File: config.mk
export PLATFORM = sky130hd
export DESIGN_NAME = dpsf_host
export DESIGN_NICKNAME = d
export VERILOG_FILES = /design/src/hdl/dpsf_pkg.sv /design/src/hdl/dpsf_host.sv
export SDC_FILE = /design/constraint.sdc
export NUM_CORES = 1
export LEC_CHECK = 0
export BUFFER_PORTS_ARGS = -buffer_cell sky130_fd_sc_hd__buf_2
export CORE_MARGIN = 2
export CORE_UTILIZATION = 40
export CTS_CLUSTER_SIZE = 10
export DETAILED_ROUTE_END_ITERATION = 16
export PLACE_DENSITY = 0.78
export REMOVE_ABC_BUFFERS = 1
export SLEW_MARGIN = 0
export SYNTH_ARGS = -nofsm -noshare
export SYNTH_HDL_FRONTEND = slang
export SYNTH_SLANG_ARGS = --single-unit
File: constraint.sdc
create_clock -name clock -period 2.7 [get_ports clock]
set_input_delay 0.54 -clock clock [delete_from_list [all_inputs] [get_ports clock]]
set_output_delay 0.54 -clock clock [all_outputs]
set_load 0.1 [all_outputs]
File: src/hdl/dpsf_pkg.sv
package dpsf_pkg;
  localparam int          DPSF_NUM_FLAGS  = 8;
  localparam int          DPSF_IDX_W      = 3;
  localparam int          DPSF_DATA_W     = 16;
  localparam int          DPSF_ADDR_W     = 12;
  localparam int          DPSF_REQ_BIT    = 0;
  localparam logic        DPSF_REQ_TAKE   = 1'b0;
  localparam logic        DPSF_REQ_FREE   = 1'b1;
  localparam int          DPSF_PULSE_CYC  = 2;
  localparam logic [1:0]  DPSF_CNT_ONE    = 2'h1;
  localparam logic [1:0]  DPSF_CNT_ZERO   = 2'h0;

  typedef enum logic [1:0] {
    DPSF_CMD_ACQUIRE,
    DPSF_CMD_RELEASE,
    DPSF_CMD_POLL,
    DPSF_CMD_INIT
  } dpsf_cmd_t;

  typedef enum {
    DPSF_ST_INIT_WR,
    DPSF_ST_IDLE,
    DPSF_ST_WRITE,
    DPSF_ST_GAP,
    DPSF_ST_READ,
    DPSF_ST_DONE
  } dpsf_state_t;
endpackage : dpsf_pkg

File: src/hdl/dpsf_host.sv
`timescale 1ns/1ps
`default_nettype none
// Function
// after failed take, keep polling or withdraw
// device keeps one request latch per port
// first zero owner reads low here
// ownership stays until owner writes one
// pending request takes over on release
// new owner stays low until it releases
// simultaneous requests give exactly one winner
// earlier requester wins the token
// exact ties resolve arbitrarily
// host initialises flags after power-up
// write one to every flag at init
// acquire by writing zero then reading back
// losing side reads back a one
// release by writing one when finished
// eight flags operate independently
// only three low address lines select flag
// only data bit zero is written
// read value replicated on all data bits
// read latched while select and enable held
// device ties resolved atomically per cycle
module dpsf_host
  import dpsf_pkg::*;
#(
  parameter int DATA_W = DPSF_DATA_W,
  parameter int ADDR_W = DPSF_ADDR_W
) (
  input  wire logic              clock,
  input  wire logic              reset_n,
  input  wire logic              cmd_valid,
  input  wire logic [1:0]        cmd_op,
  input  wire logic [DPSF_IDX_W-1:0] cmd_flag,
  output var  logic              cmd_ready,
  output var  logic              rsp_valid,
  output var  logic              rsp_won,
  output var  logic              init_done,
  output var  logic              flag_space_select_n,
  output var  logic              write_n,
  output var  logic              out_enable_n,
  output var  logic [ADDR_W-1:0] flag_index_lines,
  output var  logic [DATA_W-1:0] data_out,
  output var  logic              data_oe,
  input  wire logic [DATA_W-1:0] data_in
);
  dpsf_state_t             st_q, st_d;
  logic [DPSF_IDX_W-1:0]   idx_q, idx_d;
  logic [1:0]              cnt_q, cnt_d;
  logic                    rd_q, rd_d;
  logic                    ready_q, ready_d;
  logic                    rv_q, rv_d;
  logic                    won_q, won_d;
  logic                    done_q, done_d;
  logic                    sel_n_q, sel_n_d;
  logic                    wr_n_q, wr_n_d;
  logic                    oe_n_q, oe_n_d;
  logic                    val_q, val_d;
  logic                    doe_q, doe_d;
  // strobes stay low PULSE cycles; the count reaching PULSE is the closing edge
  localparam logic [1:0]   PULSE = 2'(DPSF_PULSE_CYC);

  // flag value is the whole replicated word; any low bit counts as low
  function automatic logic flag_low(input logic [DATA_W-1:0] w);
    flag_low = ~(&w);
  endfunction : flag_low

  always_comb begin
    st_d    = st_q;
    idx_d   = idx_q;
    cnt_d   = cnt_q;
    rd_d    = rd_q;
    ready_d = 1'b0;
    rv_d    = 1'b0;
    won_d   = won_q;
    done_d  = done_q;
    sel_n_d = 1'b1;
    wr_n_d  = 1'b1;
    oe_n_d  = 1'b1;
    val_d   = val_q;
    doe_d   = 1'b0;
    case (st_q)
      DPSF_ST_INIT_WR: begin
        // no power-up reset inside the device, so free every latch first
        sel_n_d = 1'b0;
        wr_n_d  = 1'b0;
        doe_d   = 1'b1;
        val_d   = DPSF_REQ_FREE;
        if (cnt_q == PULSE) begin
          cnt_d   = DPSF_CNT_ZERO;
          sel_n_d = 1'b1;
          wr_n_d  = 1'b1;
          doe_d   = 1'b0;
          if (idx_q == DPSF_IDX_W'(DPSF_NUM_FLAGS - 1)) begin
            st_d    = DPSF_ST_IDLE;
            idx_d   = '0;
            done_d  = 1'b1;
            ready_d = 1'b1;
          end else begin
            idx_d = idx_q + DPSF_IDX_W'(1);
            st_d  = DPSF_ST_GAP;
            rd_d  = 1'b0;
          end
        end else begin
          cnt_d = cnt_q + DPSF_CNT_ONE;
        end
      end
      DPSF_ST_IDLE: begin
        ready_d = 1'b1;
        if (cmd_valid && ready_q) begin
          ready_d = 1'b0;
          idx_d   = cmd_flag;
          cnt_d   = DPSF_CNT_ZERO;
          case (dpsf_cmd_t'(cmd_op))
            DPSF_CMD_ACQUIRE: begin
              st_d  = DPSF_ST_WRITE;
              val_d = DPSF_REQ_TAKE;
              rd_d  = 1'b1;
            end
            DPSF_CMD_RELEASE: begin
              // withdrawing a pending request is the same write as a release
              st_d  = DPSF_ST_WRITE;
              val_d = DPSF_REQ_FREE;
              rd_d  = 1'b0;
            end
            DPSF_CMD_POLL: begin
              st_d = DPSF_ST_READ;
            end
            DPSF_CMD_INIT: begin
              st_d   = DPSF_ST_INIT_WR;
              idx_d  = '0;
              done_d = 1'b0;
            end
            default: st_d = DPSF_ST_IDLE;
          endcase
        end
      end
      DPSF_ST_WRITE: begin
        sel_n_d = 1'b0;
        wr_n_d  = 1'b0;
        doe_d   = 1'b1;
        if (cnt_q == PULSE) begin
          cnt_d   = DPSF_CNT_ZERO;
          sel_n_d = 1'b1;
          wr_n_d  = 1'b1;
          doe_d   = 1'b0;
          // select rises after this closing cycle, giving the one-cycle gap a read needs
          if (rd_q) begin
            st_d = DPSF_ST_READ;
          end else begin
            st_d = DPSF_ST_GAP;
          end
        end else begin
          cnt_d = cnt_q + DPSF_CNT_ONE;
        end
      end
      DPSF_ST_GAP: begin
        // one idle cycle between init writes, and before a release answers
        if (!done_q) begin
          st_d = DPSF_ST_INIT_WR;
        end else begin
          st_d = DPSF_ST_DONE;
          won_d = 1'b0;
        end
      end
      DPSF_ST_READ: begin
        sel_n_d = 1'b0;
        oe_n_d  = 1'b0;
        if (cnt_q == PULSE) begin
          cnt_d   = DPSF_CNT_ZERO;
          won_d   = flag_low(data_in);
          sel_n_d = 1'b1;
          oe_n_d  = 1'b1;
          st_d    = DPSF_ST_DONE;
        end else begin
          cnt_d = cnt_q + DPSF_CNT_ONE;
        end
      end
      DPSF_ST_DONE: begin
        rv_d    = 1'b1;
        ready_d = 1'b1;
        st_d    = DPSF_ST_IDLE;
      end
      default: st_d = DPSF_ST_IDLE;
    endcase
  end

  always_ff @(posedge clock or negedge reset_n) begin
    if (!reset_n) begin
      st_q    <= DPSF_ST_INIT_WR;
      idx_q   <= '0;
      cnt_q   <= DPSF_CNT_ZERO;
      rd_q    <= 1'b0;
      ready_q <= 1'b0;
      rv_q    <= 1'b0;
      won_q   <= 1'b0;
      done_q  <= 1'b0;
      sel_n_q <= 1'b1;
      wr_n_q  <= 1'b1;
      oe_n_q  <= 1'b1;
      val_q   <= DPSF_REQ_FREE;
      doe_q   <= 1'b0;
    end else begin
      st_q    <= st_d;
      idx_q   <= idx_d;
      cnt_q   <= cnt_d;
      rd_q    <= rd_d;
      ready_q <= ready_d;
      rv_q    <= rv_d;
      won_q   <= won_d;
      done_q  <= done_d;
      sel_n_q <= sel_n_d;
      wr_n_q  <= wr_n_d;
      oe_n_q  <= oe_n_d;
      val_q   <= val_d;
      doe_q   <= doe_d;
    end
  end

  assign cmd_ready           = ready_q;
  assign rsp_valid           = rv_q;
  assign rsp_won             = won_q;
  assign init_done           = done_q;
  assign flag_space_select_n = sel_n_q;
  assign write_n             = wr_n_q;
  assign out_enable_n        = oe_n_q;
  // upper address lines are don't-care for the flags; held at zero
  assign flag_index_lines    = ADDR_W'(idx_q);
  // only bit zero matters to the device; copy it everywhere for tidiness
  assign data_out            = {DATA_W{val_q}};
  assign data_oe             = doe_q;
endmodule : dpsf_host
`default_nettype wire

==> flow_summary.yaml <==
run_status:
  status: "finished, final reports clean"
synthesis:
  postSynthCellCount: 128
  seq_area_frac_synth_pct: 39.2
  ys_ff_latch: 18
  syn_area_sq_um: 1160
  ys_warn_count: 0
  syn_area_per_cell_sq_um: 9.07
  synthFlopType: "dfrtp_1"
  async_reset_ff_share_pct: 100
  synthDistinctLibCells: 37
  synth_edf_count: 0
critical_path:
  worstPathRequired_ps: 2160
  regToRegSetupSlack_ps: 990
  criticalPathCategory: "register to output port"
  crit_fanout: 18
  crit_slowest_cell: "dfstp_2"
  cp-end-kind: "output port"
  crit_family: "flip-flops"
  crit_path_end: "data_out[6]"
  critPathLaunchType: "register"
  cp-startpoint: "val_q"
  crit_arrival_ps: 1420
  r2r_start: "st_q[0]"
  cp_num_buf_inv: 1
  path_cells: "buf_2"
  crit_cells: 1
  reg2reg_depth: 4
  r2r-end: "idx_q[0]"
  cp_slowest_stage_delay_ps: 660
pwr:
  irDropWorstVdd_mv: 0.669
  leakage_nw: 0.612
  powerDensity_nw_per_um2: 1380
route:
  via_per_inst: 5.38
  firstDrtPassIters: 6
  wl_per_cell_um: 12.9
  ant_nets: 0
  drt_iter0_drc: 33
  drc: 0
  num_vias: 1016
  totalWireLength_um: 2440
clock_tree:
  cts_inserted_buffers: 3
  htree_levels: 1
  clockRootBuffer: "clkbuf_4"
  cts.sinks: 18
  worstSkewPairLatency_ps: 290
  clockBufferDepth: 2
  clk_pin_slew_ps: 110
  tritoncts: "done"
  cts_hold_buf: 0
  post_cts_resized: 0
  cts_setup_buffers: 0
finish:
  nFillCells: 268
  drive_gt1_share_pct: 39.9
  stdcell_count: 189
  mostFrequentLayoutCells: "buf_2, dfrtp_1, o21ai_0"
  utilization_pct: 46.8
  final_nets: 185
  n_antenna_cell: 0
  syn_to_final_growth_pct: 11.2
  mostFrequentLayoutCell: "buf_2"
floorplan:
  die_x_um: 57.9
  rows: 19
  dieArea_sq_um: 3350
  fp.dieH_um: 57.9
  start_util_pct: 42.1
  io_pins: 60
  fp.coreArea_sq_um: 2760
hold_path:
  hp-class: "input port to asynchronous set/reset pin"
sta:
  fin_crit_ps: 1960
  drv_slew: 0
  max_freq_mhz: 510
  setup_violations: 0
  hold_viol: 0
  tightest_slew_ps: 502
  fin_skew_ps: 4.98
  period_share_pct: 72.6
  max_slew_margin_pct: 66.5
  rsz0062_at_grt: "no"
  whs_ps: 158
placement:
  placed_cells: 185
  dp_hpwl_um: 1830
  gp_congestion: 0.774
  numPortBuffers: 50
global_routing:
  antenna_found_initial: 0
  grt_first_pass_wirelength_um: 3970
  grt_overflow: 0
  grt_pass1_vias: 971
  grt_max_degree: 19
  grt_use_total_pct: 15.0
job:
  maxCapViolCount: 0
[cells by family (layout without fill, tap and decap cells)]
logic type / Yosys count / in the layout / synth area share (%)
compound gates: 36 / 36 / 19.5
fa+ha+maj: 2 / 2 / 2.15
buf+inv: 35 / 57 / 20.4
flops: 18 / 18 / 39.2
mux: 1 / 1 / 0.970
other cells: 1 / 9 / 0.323
simple gates: 35 / 35 / 17.5
[state kept, by name, summed over array words and instances (netlist names)]
register and flops:
cmd_ready 1, cnt_q 2, data_oe 1, flag_space_select_n 1
idx_q 3, init_done 1, out_enable_n 1, rd_q 1
rsp_valid 1, rsp_won 1, st_q 3, val_q 1
write_n 1
[per-stage QoR]
step	TNS, ps	cell area, sq um	worst slack, ps	power (mW)
after global routing	0	1290	662	1.88
after floorplan	-62670	966	-4110	1.41
after detailed placement	0	1250	1030	1.62
final	0	1290	740	1.78
after global placement	0	1250	1060	1.57
after CTS	0	1290	724	1.78
[layout make-up]
class | instances | area (sq um) | area share [%]
Clock buffer | 4 | 36.3 | 2.81
Sequential cell | 18 | 455 | 35.3
Tap cell | 31 | 38.8 | 3.00
Inverter | 3 | 11.3 | 0.872
Multi-Input combinational cell | 83 | 499 | 38.7
Timing Repair Buffer | 50 | 250 | 19.4
[synth_stat cells, drive strengths merged, types with 2 or more instances]
cell	count	area, sq um
a21o	2	15.0
a21oi	12	67.6
a31oi	3	18.8
buf	29	214
clkbuf	3	11.3
dfrtp	14	350
dfstp	4	105
ha	2	25.0
inv	3	11.3
nand2	9	33.8
nand2b	2	12.5
nand4	4	25.0
nand4b	2	17.5
nor2	6	22.5
nor2b	2	12.5
nor3b	2	15.0
nor4	2	12.5
o21ai	11	55.1
or4	2	18.8
[power by group]
group / internal, mW / switching (mW) / leakage [nW]
Combinational: 0.244 / 0.858 / 0.376
Clock: 0.0820 / 0.0825 / 0.0210
Sequential: 0.386 / 0.129 / 0.216
Total: 0.712 / 1.07 / 0.612
[per-layer routing]
metal  share of wire, %  up-vias  global-route usage [%]
met5                  0        -                       0
met4                1.2        0                    8.31
met2                 53       53                    28.7
met1                 38      480                    15.2
met3                7.9        4                    2.46
li1                   -      479                       -
[how the worst min path moves through the flow]
stage / cells after the start / end / from / slack [ps]
2_1_floorplan: 0 / cmd_ready / reset_n / 240
3_3_place_gp: 1 / cnt_q[1] / reset_n / 490
3_5_place_dp: 1 / cnt_q[1] / reset_n / 490
4_1_cts: 1 / st_q[1] / reset_n / 170
5_1_grt: 1 / rsp_valid / reset_n / 170
6_report: 1 / st_q[1] / reset_n / 160
Note: power is estimated with default switching activity, not from simulation.
